**config.mk**
```make
export PLATFORM = sky130hd
export DESIGN_NAME = rcw_top
export DESIGN_NICKNAME = d
export VERILOG_FILES = /design/src/logic/rcw_pkg.sv /design/src/logic/rcw_top.sv
export SDC_FILE = /design/constraint.sdc
export NUM_CORES = 1
export LEC_CHECK = 0
export BUFFER_PORTS_ARGS = -buffer_cell sky130_fd_sc_hd__buf_2
export CORE_ASPECT_RATIO = 1.25
export CORE_MARGIN = 4
export CORE_UTILIZATION = 30
export DETAILED_ROUTE_END_ITERATION = 7
export PLACE_DENSITY_LB_ADDON = 0.1
export RECOVER_POWER = 25
export SETUP_SLACK_MARGIN = 0.1
export SLEW_MARGIN = 20
export SYNTH_ARGS = -nofsm -noshare
export SYNTH_HDL_FRONTEND = slang
export SYNTH_SLANG_ARGS = --single-unit
```
**constraint.sdc**
```tcl
create_clock -name clk -period 6.1 [get_ports clk]
set_input_delay 0.915 -clock clk [delete_from_list [all_inputs] [get_ports clk]]
set_output_delay 0.915 -clock clk [all_outputs]
set_load 0.03 [all_outputs]
```
**src/logic/rcw_pkg.sv**
```systemverilog
package rcw_pkg;

	// Clock and oscillator rates
	localparam int unsigned CLK_HZ        = 100_000_000;
	localparam int unsigned OSC_HZ        = 47_000;
	localparam int unsigned OSC_DIV       = CLK_HZ / OSC_HZ;

	// Counter geometry
	localparam int unsigned PRE_W         = 12;
	localparam int unsigned CNT_W         = 6;
	localparam int unsigned CHAIN_W       = PRE_W + CNT_W;
	localparam int unsigned SHORT_W       = 13;
	localparam int unsigned SVC_LO_BIT    = 4;
	localparam int unsigned PULSE_TICKS   = 32;
	localparam int unsigned POR_TICKS     = 4096;
	localparam int unsigned DIV_W         = 16;

	// APB geometry
	localparam int unsigned ADDR_W        = 18;
	localparam int unsigned IDX_W         = ADDR_W - 2;

	// Register indices (byte address is four times the index)
	localparam logic [IDX_W-1:0] IDX_CONFIG_ONE  = 16'h0000;
	localparam logic [IDX_W-1:0] IDX_RESET_SRC   = 16'h0001;
	localparam logic [IDX_W-1:0] IDX_SERVICE     = 16'hffff;

	// config_register_one fields
	localparam int unsigned CFG_RATE_BIT    = 0;
	localparam int unsigned CFG_STOPDIS_BIT = 1;
	localparam int unsigned CFG_DISABLE_BIT = 4;
	localparam logic [7:0]  CFG_RESET       = 8'h00;

	// reset_source_status fields
	localparam int unsigned RSS_ILLOP_BIT   = 0;
	localparam int unsigned RSS_WDOG_BIT    = 1;
	localparam logic [7:0]  RSS_RESET       = 8'h00;

	function automatic logic [IDX_W-1:0] rcw_index(input logic [ADDR_W-1:0] addr);
		rcw_index = addr[ADDR_W-1:2];
	endfunction

	function automatic logic rcw_mapped(input logic [IDX_W-1:0] idx);
		rcw_mapped = (idx == IDX_CONFIG_ONE) || (idx == IDX_RESET_SRC) || (idx == IDX_SERVICE);
	endfunction

endpackage

```
**src/logic/rcw_top.sv**
```systemverilog
// Functional notes
// - 6-bit counter advances on carry of a 12-bit prescaler driven by oscillator ticks.
// - Unserviced overflow raises a system reset after the selected timeout.
// - Rate select 1 gives 2^13-2^4 cycles, 0 gives 2^18-2^4; reset clears it.
// - Any write to service location clears counter and prescaler stages 12..5.
// - Service location reads return reset vector low byte and never clear.
// - Watchdog reset drives reset pin low 32 ticks and sets source flag.
// - Stop instruction clears prescaler; stop mode gates oscillator ticks off unless stop is disabled.
// - Prescaler cleared 4096 oscillator ticks after power-up.
// - Internal reset clears prescaler and counter.
// - Reset vector fetch clears prescaler.
// - Disable bit set blocks watchdog resets; clear means normal operation.
// - No interrupt request output exists; reset is the only action.
// - Monitor entry with test voltage disables while voltage on interrupt or reset pin.
// - Monitor entry by blank vectors disables until next power-on reset.
// - Break state with test voltage on reset pin disables watchdog.
// - Wait mode does not stop counting.
// - Stop disabled by configuration makes stop instruction an illegal opcode reset.
`timescale 1ns/10ps
module rcw_top
	import rcw_pkg::*;
#(
	parameter int unsigned OSC_DIVIDE = OSC_DIV
)(
	// Clock and reset
	input  wire logic              clk,
	input  wire logic              arst_n,
	// APB slave
	input  wire logic              psel,
	input  wire logic              penable,
	input  wire logic              pwrite,
	input  wire logic [ADDR_W-1:0] paddr,
	input  wire logic [31:0]       pwdata,
	output logic                   pready,
	output logic [31:0]            prdata,
	output logic                   pslverr,
	// System events
	input  wire logic [7:0]        reset_vector_low,
	input  wire logic              stop_exec,
	input  wire logic              stop_mode,
	input  wire logic              internal_reset,
	input  wire logic              vector_fetch,
	// Monitor and break qualifiers
	input  wire logic              monitor_tst_entry,
	input  wire logic              monitor_blank_entry,
	input  wire logic              irq_test_high_voltage,
	input  wire logic              rst_test_high_voltage,
	input  wire logic              break_state,
	// Reset outputs
	output logic                   system_reset,
	output logic                   illegal_op_reset,
	output logic                   rst_pin_out,
	output logic                   rst_pin_oe
);

	typedef struct packed {
		logic [DIV_W-1:0]   div;
		logic [PRE_W-1:0]   pre;
		logic [CNT_W-1:0]   cnt;
		logic [5:0]         pulse;
		logic               pulse_act;
		logic [12:0]        por_cnt;
		logic               por_done;
		logic               rate_sel;
		logic               wd_dis;
		logic               stop_dis;
		logic               flag_wd;
		logic               flag_ill;
		logic               mon_tst;
		logic               mon_blank;
		logic               sysrst;
		logic               illrst;
		logic [31:0]        rdata;
		logic               err;
	} rcw_state_t;

	rcw_state_t s_q;
	rcw_state_t s_d;

	logic               tick;
	logic               osc_tick;
	logic               tick_gate;
	logic               disabled;
	logic               mon_dis;
	logic               brk_dis;
	logic               wr_acc;
	logic               rd_setup;
	logic               wr_cfg;
	logic               wr_rss;
	logic               wr_svc;
	logic               stop_ill;
	logic               stop_clr;
	logic               chain_clr;
	logic               por_hit;
	logic               pulse_end;
	logic [IDX_W-1:0]   idx;
	logic [CHAIN_W-1:0] chain;
	logic [CHAIN_W-1:0] chain_inc;
	logic               hit;
	logic               timeout;
	logic [31:0]        rd_word;

	// Overflow point of the chain for the selected rate
	function automatic logic rcw_chain_hit(
		input logic [CHAIN_W-1:0] chain_v,
		input logic               short_v
	);
		if (short_v)
		begin
			rcw_chain_hit = &chain_v[SHORT_W-1:0];
		end
		else
		begin
			rcw_chain_hit = &chain_v;
		end
	endfunction

	// Read word of a register index
	function automatic logic [31:0] rcw_read_word(
		input logic [IDX_W-1:0] idx_v,
		input logic             rate_v,
		input logic             stopdis_v,
		input logic             wddis_v,
		input logic             flagwd_v,
		input logic             flagill_v,
		input logic [7:0]       vec_v
	);
		rcw_read_word = '0;
		unique case (idx_v)
			IDX_CONFIG_ONE:
			begin
				rcw_read_word[CFG_RATE_BIT]    = rate_v;
				rcw_read_word[CFG_STOPDIS_BIT] = stopdis_v;
				rcw_read_word[CFG_DISABLE_BIT] = wddis_v;
			end
			IDX_RESET_SRC:
			begin
				rcw_read_word[RSS_WDOG_BIT]  = flagwd_v;
				rcw_read_word[RSS_ILLOP_BIT] = flagill_v;
			end
			IDX_SERVICE:
			begin
				rcw_read_word[7:0] = vec_v;
			end
			default:
			begin
				rcw_read_word = '0;
			end
		endcase
	endfunction

	always_comb
	begin
		s_d        = s_q;
		s_d.sysrst = 1'b0;
		s_d.illrst = 1'b0;

		// Bus decode
		idx      = rcw_index(paddr);
		wr_acc   = psel & penable & pwrite;
		rd_setup = psel & ~penable;
		wr_cfg   = wr_acc & (idx == IDX_CONFIG_ONE);
		wr_rss   = wr_acc & (idx == IDX_RESET_SRC);
		wr_svc   = wr_acc & (idx == IDX_SERVICE);
		rd_word  = rcw_read_word(idx, s_q.rate_sel, s_q.stop_dis, s_q.wd_dis, s_q.flag_wd,
			s_q.flag_ill, reset_vector_low);

		// Oscillator tick divider
		tick = (s_q.div == DIV_W'(OSC_DIVIDE - 1));
		if (tick)
		begin
			s_d.div = '0;
		end
		else
		begin
			s_d.div = s_q.div + 1'b1;
		end
		tick_gate = stop_mode & ~s_q.stop_dis;
		osc_tick  = tick & ~tick_gate;

		// Disable qualifiers
		mon_dis  = s_q.mon_tst | s_q.mon_blank;
		brk_dis  = break_state & rst_test_high_voltage;
		disabled = s_q.wd_dis | mon_dis | brk_dis;

		// Stop instruction decode
		stop_ill = stop_exec & s_q.stop_dis;
		stop_clr = stop_exec & ~s_q.stop_dis;

		// Prescaler chain and overflow
		chain     = {s_q.cnt, s_q.pre};
		chain_inc = chain + 1'b1;
		hit       = rcw_chain_hit(chain, s_q.rate_sel);
		timeout   = osc_tick & hit & ~disabled & ~s_q.pulse_act;
		if (osc_tick)
		begin
			s_d.cnt = chain_inc[CHAIN_W-1:PRE_W];
			s_d.pre = chain_inc[PRE_W-1:0];
		end

		// Service write clears counter and upper prescaler stages
		if (wr_svc)
		begin
			s_d.cnt                     = '0;
			s_d.pre[PRE_W-1:SVC_LO_BIT] = '0;
		end

		// Stop instruction
		if (stop_ill)
		begin
			s_d.illrst = 1'b1;
		end
		if (stop_clr)
		begin
			s_d.pre = '0;
		end

		// Reset vector fetch
		if (vector_fetch)
		begin
			s_d.pre = '0;
		end

		// Power-up prescaler clear
		por_hit = ~s_q.por_done & tick & (s_q.por_cnt == 13'(POR_TICKS - 1));
		if (!s_q.por_done && tick)
		begin
			s_d.por_cnt = s_q.por_cnt + 1'b1;
		end
		if (por_hit)
		begin
			s_d.por_done = 1'b1;
			s_d.pre      = '0;
		end

		// Internal resets and disabled state hold the chain cleared
		chain_clr = internal_reset | s_q.pulse_act | timeout | disabled | s_q.illrst;
		if (chain_clr)
		begin
			s_d.cnt = '0;
			s_d.pre = '0;
		end

		// Reset pin pulse
		pulse_end = s_q.pulse_act & tick & (s_q.pulse == 6'(PULSE_TICKS - 1));
		if (s_q.pulse_act && tick)
		begin
			s_d.pulse = s_q.pulse + 1'b1;
		end
		if (pulse_end)
		begin
			s_d.pulse_act = 1'b0;
		end
		if (timeout)
		begin
			s_d.pulse_act = 1'b1;
			s_d.pulse     = '0;
			s_d.sysrst    = 1'b1;
		end

		// Monitor mode latches
		if (!irq_test_high_voltage && !rst_test_high_voltage)
		begin
			s_d.mon_tst = 1'b0;
		end
		if (monitor_tst_entry)
		begin
			s_d.mon_tst = 1'b1;
		end
		if (monitor_blank_entry && !monitor_tst_entry)
		begin
			s_d.mon_blank = 1'b1;
		end

		// Register writes
		if (wr_cfg)
		begin
			s_d.rate_sel = pwdata[CFG_RATE_BIT];
			s_d.stop_dis = pwdata[CFG_STOPDIS_BIT];
			s_d.wd_dis   = pwdata[CFG_DISABLE_BIT];
		end
		if (wr_rss && pwdata[RSS_WDOG_BIT])
		begin
			s_d.flag_wd = 1'b0;
		end
		if (wr_rss && pwdata[RSS_ILLOP_BIT])
		begin
			s_d.flag_ill = 1'b0;
		end

		// Set wins over clear
		if (timeout)
		begin
			s_d.flag_wd = 1'b1;
		end
		if (stop_ill)
		begin
			s_d.flag_ill = 1'b1;
		end

		// Read data and error captured in setup phase
		if (rd_setup)
		begin
			s_d.err   = ~rcw_mapped(idx);
			s_d.rdata = rd_word;
		end
	end

	always_ff @(posedge clk or negedge arst_n)
	begin
		if (!arst_n)
		begin
			s_q          <= '0;
			s_q.rate_sel <= CFG_RESET[CFG_RATE_BIT];
			s_q.stop_dis <= CFG_RESET[CFG_STOPDIS_BIT];
			s_q.wd_dis   <= CFG_RESET[CFG_DISABLE_BIT];
			s_q.flag_wd  <= RSS_RESET[RSS_WDOG_BIT];
			s_q.flag_ill <= RSS_RESET[RSS_ILLOP_BIT];
		end
		else
		begin
			s_q <= s_d;
		end
	end

	assign pready           = 1'b1;
	assign prdata           = s_q.rdata;
	assign pslverr          = psel & penable & s_q.err;
	assign system_reset     = s_q.sysrst;
	assign illegal_op_reset = s_q.illrst;
	assign rst_pin_out      = 1'b0;
	assign rst_pin_oe       = s_q.pulse_act;

endmodule // rcw_top
```
Word level (Yosys, flattened, before mapping)
Index checks and enable logic that the tools add are counted.

word-level totals
  bits in registers = 73
  latch bits = 0
  bits in writable memories = 0
  bits in read-only memories = 0
  bits of input ports = 72
  output and inout bits = 38
  word-level logic and storage cells = 108
  memories = 0

cells by class
  add/subtract/negate cells = 4
  multiply operators = 0
  div/mod/pow operators = 0
  $lt $le $gt $ge = 0
  eq/ne operators = 5
  shift-type cells = 0
  mux-type cells = 24
  bitwise logic cells = 33
  reduce and logical (&&, ||, !) cells = 23

operators with widths
  operator               number
  $mux 12                3
  $mux 18                2
  $and 1x1->1            19
  $add 18x1->18 const B  1
  $reduce_and 18->1      1
  $add 16x1->16 const B  1
  $eq 16x1->1 const B    1
  $eq 16x12->1 const B   1
  $eq 16x16->1 const B   1
  $logic_not 16->1       1
  $mux 16                1
  $add 13x1->13 const B  1
  $eq 13x12->1 const B   1
  $reduce_and 13->1      1
  $mux 6                 2
  $mux 1                 10
  $reduce_bool 2->1      5
  $mux 8                 1
  $mux 7                 1
  $not 1->1              7
  $or 1x1->1             7
  $add 6x1->6 const B    1
  $eq 6x5->1 const B     1
  $logic_and 1x1->1      6
  9 further kinds        13

Depth between registers and ports, before layout
Gate-level depths: netlist of the first run.

  depth in word-level cells = 11
  depth in mapped cells = 8

Least setup slack after synthesis of the first run
Ideal clock, no wire load.

  kind = input -> register
  from = input port paddr[2]
  to = register s_q (netlist bit chain[10])
  data arrival time = 2.379 ns
  path slack = 3.594 ns
  stages = 7
  buffers on the path = 2
  cells stage by stage = clkbuf_1 -> nand4_1 -> nor4_2 -> nand2_1 -> nand3_1 -> buf_2 -> nor3_1

between the ends
  cells in the longest elaborated chain, start to end = 7
  elaborated cells on any way between the ends = 8
  classes of those cells = eq/ne: 1; mux: 5; bitwise: 1; reduce/logical: 1

ends and longest elaborated chain
  item             RTL line        text
  start, declared  rcw_top.sv:32   input wire logic [ADDR_W-1:0] paddr,
  $eq 16x16->1 *   rcw_top.sv:164  wr_svc = wr_acc & (idx == IDX_SERVICE);
  $and 1x1->1 *    rcw_top.sv:164
  $mux 8           rcw_top.sv:202  if (wr_svc)
  $mux 12          rcw_top.sv:213  if (stop_clr)
  $mux 12          rcw_top.sv:219  if (vector_fetch)
  $mux 12          rcw_top.sv:230  if (por_hit)
  $mux 18          rcw_top.sv:238  if (chain_clr)
  end, declared    rcw_top.sv:77   rcw_state_t s_q;

Every way passes the cells marked *; elsewhere a longest branch is shown, timed or not.
A chain may end at the register's enable or synchronous reset.

Worst setup path after layout of the first run
  from = register s_q[90] (netlist name)
  to = register s_q (netlist bit chain[9])

between the ends
  cells in the longest elaborated chain, start to end = 9
  elaborated cells on any way between the ends = 13
  classes of those cells = eq/ne: 1; mux: 2; bitwise: 9; reduce/logical: 1

ends and longest elaborated chain
  item                                                                  RTL line        text
  $eq 16x12->1 *                                                        rcw_top.sv:169  tick = (s_q.div == DIV_W'(OSC_DIVIDE - 1));
  $and 1x1->1                                                           rcw_top.sv:179  osc_tick = tick & ~tick_gate;
  $and 1x1->1 (3 in series)                                             rcw_top.sv:194  timeout = osc_tick & hit & ~disabled & ~s_q.pulse_act;
  $or 1x1->1 (3 in series)                                              rcw_top.sv:237  chain_clr = internal_reset | s_q.pulse_act | timeout | disabled | s_q.illrst;
  $reduce_bool 6->1 (no source line) / $mux 18 (equally long branches)  -

Marks and branches as above.

==> flow_summary.toml, run 1 <==
[status]
outcome = "completed"

[floorplan]
die_h_um = 134.9
core_um2 = 12660
start_util_pct = 30.50
die-area_um2 = 14770
fp-row-count = 46
pin_count = 110
chipWidth_um = 109.5

[synth]
synth_area_per_cell_um2 = 9.853
async_flop_share_pct = 100.0
yosysSeqAreaShare_pct = 47.30
synthFlopType = "dfrtp_1"
synth_edf_count = 0
ys_ff_latch = 73
netlist_area_um2 = 3862
synthTopCellsByArea = "dfrtp_1 (47%), buf_4 (6.6%), xnor2_1 (6.3%)"
yosys_warnings = 0
synth_cells = 392
synth_top_area_share_pct = 47.30
yosysTopAreaCell = "dfrtp_1"
ys_types = 46

[setup_path]
crit_type = "flip-flop to flip-flop"
critical-path-max-stage-delay_ns = 0.66
endpoint = "chain[9]$_DFFE_PN0P_"
r2r-start = "s_q[90]$_DFF_PN0_"
rr_endpoint = "chain[9]$_DFFE_PN0P_"
cp.arrival_ns = 3.12
ff2ff_setup_slack_ns = 3.16
crit_required_ns = 6.29
crit_path_start = "s_q[90]$_DFF_PN0_"
crit_chain = "nor4b_1 -> nand3_1 -> or4_1 -> nand3_1 -> nor3_1"
end_kind = "flip-flop"
crit_cells = 5
start_kind = "flip-flop"
cp_num_buf_inv = 0
path_delay_family = "simple AND/OR/NAND/NOR gates"
ff2ff_path_depth = 5
cp_common_cell = "nand3_1"
cpMaxStageDelayCell = "or4_1"
path_max_fanout = 19

[global_routing]
grt_pass1_vias = 2764
track_usage_pct = 12.16
overflow = 0
antenna_found_initial = 0
grt_pass1_wl_mm = 13.97
grt_max_degree = 74

[clock_tree]
clockBufferDepth = 2
post_cts.repair.setup_buffers = 0
cts_root_buffer = "clkbuf_16"
clkSinkCount = 73
cts.repair.resized = 0
numCtsBuffers = 9
cts_tree = "built"
htreeDepth = 3
clk_latency_ns = 0.33
cts_hold_buffers = 0
clk_pin_slew_ns = 0.06

[finish]
drive_gt1_share_pct = 18.69
filler_cell_count = 1310
final_area_um2 = 4476
num-nets-final = 517
seq_area_um2 = 1827
final_cells = 612
multi_input_area_um2 = 1812
synthToLayoutAreaGrowth_pct = 15.87
finish.utilization_pct = 35.35
antenna_cells = 0

[routing]
drc = 0
drtAntennaViolNets = 0
wirelength_mm = 8.403
routed_via_density = 4.616
first_pass_iters = 4
num_vias = 2825
wl_per_cell_um = 13.73
first_iter_violations = 120

[sta]
slew_viol_final = 0
holdWs_ns = 0.4601
fmax_mhz = 340.4
hold_viol_final = 0
setup_tns_ns = 0
setup_violations = 0
slew_headroom_pct = 36.97
min_period_over_period_pct = 48.17
finalClockSkew_ns = 0.007541
setup_slack_ns = 3.162
tightest_slew_ns = 0.9455
period_needed_ns = 2.938
rsz0062_at_grt = "false"

[place]
dp.cells = 597
hpwlAfterDp_mm = 6.039
io_buffers = 52
gp_congestion = 0.7305
dpl_cell_area_um2 = 4156
pre_cts_ws_ns = 3.136

[run]
cap_violations = 0

[hold_path]
hp-class = "flip-flop to flip-flop"

[power_and_ir_drop]
ir_drop_mv = 0.1088
power_density_nw_per_um2 = 246.5
total_power_mw = 1.103
p_leak_nw = 2.039
==> flip-flops by register name, summed over array words and instances (netlist names) <==
register / count
system_reset: 1
chain: 18
s_q: 44
rst_pin_oe: 1
prdata: 8
illegal_op_reset: 1
==> cells in the final DEF (no fill, tap or decap), drive strengths merged, types with 12 or more instances in the layout <==
| cell | Yosys | layout |
|---|---|---|
| dfrtp | 73 | 73 |
| buf | 36 | 54 |
| nand2 | 42 | 42 |
| nor2 | 32 | 32 |
| xnor2 | 28 | 28 |
| conb | 2 | 26 |
| nor3 | 20 | 20 |
| nand3 | 18 | 18 |
| xor2 | 17 | 17 |
| nand4 | 16 | 16 |
| and3 | 15 | 15 |
| o21ai | 12 | 12 |
==> where the power goes <==
| part | total (mW) | switching, mW | internal [mW] |
|---|---|---|---|
| Combinational | 0.0548 | 0.0428 | 0.0121 |
| Clock | 0.562 | 0.196 | 0.366 |
| Sequential | 0.486 | 0.000604 | 0.486 |
| Total | 1.10 | 0.240 | 0.864 |
==> area by class of cell <==
| cell class | count | share of cell area (%) |
|---|---|---|
| inverter | 8 | 0.6710 |
| timing repair buffer | 54 | 6.206 |
| clock buffer | 10 | 5.340 |
| sequential | 73 | 40.82 |
| multi-input combinational | 294 | 40.48 |
| clock inverter | 5 | 1.789 |
| tap | 168 | 4.697 |
==> Yosys cell counts (8+ instances only) <==
library cell / number
buf_4: 34
nor3_1: 20
inv_1: 8
nand2_1: 42
nand4_1: 16
nor2_1: 31
o21ai_0: 12
dfrtp_1: 73
xnor2_1: 28
and4_1: 8
xor2_1: 17
and3_1: 15
nor4_1: 8
nand3_1: 18
==> cell families after synthesis <==
kind of cell | share of synthesized area (%)
AOI/OAI and AO/OA | 4.114
DFF | 47.30
buffers and inverters | 8.131
xor gates and xnor gates | 10.20
muxes | 1.944
other | 0.1944
and+or+nand+nor | 26.50
adders and majority gates | 1.620
==> layer usage <==
layer | vias up | wire length, um | global-route usage (%)
li1 | 1402 | - | -
met1 | 1349 | 3885 | 16.30
met2 | 64 | 3978 | 18.87
met3 | 10 | 380 | 2.343
met4 | 0 | 159 | 5.613
met5 | - | 0 | 0
==> how the worst min path moves through the flow <==
stage / startpoint / endpoint / slack (ns) / cells after the start
finish: s_q[53]$_DFFE_PN0P_ / s_q[53]$_DFFE_PN0P_ / 0.46 / 1
global placement: s_q[35]$_DFFE_PN0P_ / s_q[35]$_DFFE_PN0P_ / 0.45 / 1
CTS: s_q[53]$_DFFE_PN0P_ / s_q[53]$_DFFE_PN0P_ / 0.46 / 1
floorplan: s_q[35]$_DFFE_PN0P_ / s_q[35]$_DFFE_PN0P_ / 0.43 / 1
global route: s_q[53]$_DFFE_PN0P_ / s_q[53]$_DFFE_PN0P_ / 0.49 / 1
detailed placement: s_q[53]$_DFFE_PN0P_ / s_q[53]$_DFFE_PN0P_ / 0.45 / 1
(Power assumes the default switching activity.)
==> run 2, diff against run 1 <==
Settings changed: ABC_AREA set to 1.
Clock period 6.1 ns to 2.6 ns, I/O delays scaled along.
==> flow_summary.toml, run 2 <==
[setup_path]
crit_required_ns = 2.84
ff2ff_path_depth = 10
critical-path-max-stage-delay_ns = 0.38
path_delay_family = "simple AND/OR/NAND/NOR gates"
rr_endpoint = "chain[9]$_DFFE_PN0P_"
cpMaxStageDelayCell = "dfrtp_1"
end_kind = "flip-flop"
r2r-start = "chain[0]$_DFFE_PN0P_"
cp_common_cell = "nand2_1"
cp.arrival_ns = 2.16
crit_chain = "ha_1 -> nand3_1 -> nor2_4 -> nand3_1 -> nand2_1 -> nand3_4 -> nand4_4 -> inv_2 -> nand2_1 -> nand2_1"
cp_num_buf_inv = 1
start_kind = "flip-flop"
path_max_fanout = 7
crit_type = "flip-flop to flip-flop"
ff2ff_setup_slack_ns = 0.68

[clock_tree]
cts_hold_buffers = 0
clk_latency_ns = 0.34
cts.repair.resized = 0
post_cts.repair.setup_buffers = 0
clockBufferDepth = 2
clkSinkCount = 73
numCtsBuffers = 9
clk_pin_slew_ns = 0.06
cts_root_buffer = "clkbuf_16"
htreeDepth = 3
cts_tree = "built"

[sta]
rsz0062_at_grt = "false"
min_period_over_period_pct = 73.78
finalClockSkew_ns = 0.009209
period_needed_ns = 1.918
tightest_slew_ns = 0.5135
hold_viol_final = 0
fmax_mhz = 521.3
slew_viol_final = 0
setup_tns_ns = 0
holdWs_ns = 0.02315
setup_violations = 0
slew_headroom_pct = 65.77

[place]
dpl_cell_area_um2 = 4659
dp.cells = 768
io_buffers = 52
gp_congestion = 0.7921
hpwlAfterDp_mm = 7.278

[synth]
synth_cells = 550
yosys_warnings = 0
synth_edf_count = 0
yosysSeqAreaShare_pct = 42.29
netlist_area_um2 = 4319
netlist_top_cells_count = "nand2_1 (124), dfrtp_1 (73), inv_1 (69), nor2_1 (66), nand3_1 (44)"
synth_most_common_cell = "nand2_1"
synthFlopType = "dfrtp_1"
synth_area_per_cell_um2 = 7.853
async_flop_share_pct = 100.0
synthTopCellsByArea = "dfrtp_1 (42%), nand2_1 (11%), inv_1 (6.0%)"
synth_top_area_share_pct = 42.29
ys_ff_latch = 73
ys_types = 35
yosysTopAreaCell = "dfrtp_1"

[global_routing]
grt_pass1_vias = 3459
antenna_found_initial = 0
grt_max_degree = 38
track_usage_pct = 12.43
grt_pass1_wl_mm = 16.08
overflow = 0

[routing]
drtAntennaViolNets = 0
num_vias = 3452
first_pass_iters = 4
drc = 0
routed_via_density = 4.403
first_iter_violations = 110
wirelength_mm = 9.515
wl_per_cell_um = 12.14

[status]
outcome = "completed"

[finish]
final_area_um2 = 5024
synthToLayoutAreaGrowth_pct = 16.31
drive_gt1_share_pct = 17.24
mostFrequentLayoutCells = "nand2_1 (124), dfrtp_1 (73), inv_1 (69)"
antenna_cells = 0
filler_cell_count = 1516
layout_commonest_cell = "nand2_1"
top_register = "s_q"
largest_register_ffs = 44
num-nets-final = 681
final_cells = 784

[power_and_ir_drop]
p_seq_share_pct = 40.6
ir_drop_mv = 0.2149
power_density_nw_per_um2 = 560.2
pwr-share-clk_pct = 53.8
p_leak_nw = 2.541
p_sw_mw = 0.6190
swShare_pct = 22.00
p_int_mw = 2.195
total_power_mw = 2.814
combPwrFrac_pct = 5.6

[floorplan]
pin_count = 110
start_util_pct = 30.87
die-area_um2 = 16390
die_h_um = 142.2
core_um2 = 13990
chipWidth_um = 115.3
fp-row-count = 48

[hold_path]
hp-class = "primary input to asynchronous set/reset pin"

[run]
cap_violations = 0
-- run 2: cell count changes in the layout (fill, tap and decap cells not counted), moves of 9 or more --
cell	previous run	this run
nand2_1	42	124
and3_1	15	1
xnor2_1	28	5
nor3_1	20	7
nand3_1	18	44
a21oi_1	3	16
o21ai_0	12	22
inv_1	8	69
nor2_1	31	66
xor2_1	17	26
-- run 2: worst max-delay path by stage --
stage | startpoint | end | slack [ns] | depth (start not counted)
after detailed placement | chain[0]$_DFFE_PN0P_ | chain[9]$_DFFE_PN0P_ | 0.65 | 10
after floorplan | s_q[81]$_DFF_PN0_ | chain[11]$_DFFE_PN0P_ | 0.98 | 11
final | chain[0]$_DFFE_PN0P_ | chain[9]$_DFFE_PN0P_ | 0.68 | 10
after global routing | s_q[81]$_DFF_PN0_ | chain[13]$_DFFE_PN0P_ | 0.53 | 9
after global placement | chain[0]$_DFFE_PN0P_ | chain[10]$_DFFE_PN0P_ | 0.65 | 10
after CTS | chain[0]$_DFFE_PN0P_ | chain[9]$_DFFE_PN0P_ | 0.64 | 10
-- run 2: worst register-to-register path, stage by stage (launching register included) --
cell and delay [ns]:
dfrtp_1 0.38, ha_1 0.19, nand3_1 0.17, nor2_4 0.22, nand3_1 0.16, nand2_1 0.16, nand3_4 0.16, nand4_4 0.15
inv_2 0.10, nand2_1 0.07, nand2_1 0.05
-- run 2: logic make-up after synthesis --
family | after synthesis | synth area share (%)
xor gates and xnor gates | 31 | 6.286
and+or+nand+nor | 288 | 32.33
other | 2 | 0.1739
buffers and inverters | 110 | 12.60
DFF | 73 | 42.29
AOI/OAI and AO/OA | 41 | 4.867
adders and majority gates | 5 | 1.448
-- run 2: power groups by stage --
stage / Combinational (mW) / Sequential, mW / Clock (mW)
2_1_floorplan: 0.117 / 1.16 / 0
3_3_place_gp: 0.159 / 1.16 / 0
3_5_place_dp: 0.160 / 1.16 / 0
4_1_cts: 0.161 / 1.14 / 1.57
5_1_grt: 0.177 / 1.14 / 1.59
6_report: 0.158 / 1.14 / 1.51
-- run 2: cell type report --
cell class	count	area [um^2]	share of cell area (%)
clock buffers	12	266.5	5.305
well taps	175	219.0	4.359
flip-flops and latches	73	1827	36.36
repair buffers	54	290.3	5.778
clock inverters	4	97.59	1.943
multi-input cells	391	2038	40.57
inverters	75	285.3	5.679
-- run 2: metrics by stage --
| step | setup slack (ns) | util [%] |
|---|---|---|
| after global routing | 0.5326 | 35.90 |
| after detailed placement | 0.6496 | 33.30 |
| final | 0.6816 | 35.90 |
| after floorplan | 0.9757 | - |
| after CTS | 0.6360 | 35.90 |
| after global placement | 0.6517 | 33.30 |
-- run 2: layer usage --
| layer | wire, um | global-route usage [%] | vias to the layer above | share of wire [%] |
|---|---|---|---|---|
| li1 | - | - | 1778 | - |
| met1 | 4152 | 14.24 | 1597 | 44 |
| met2 | 4742 | 21.95 | 63 | 50 |
| met3 | 381 | 2.084 | 14 | 4.0 |
| met4 | 238 | 6.489 | 0 | 2.5 |
| met5 | 0 | 0 | - | 0 |
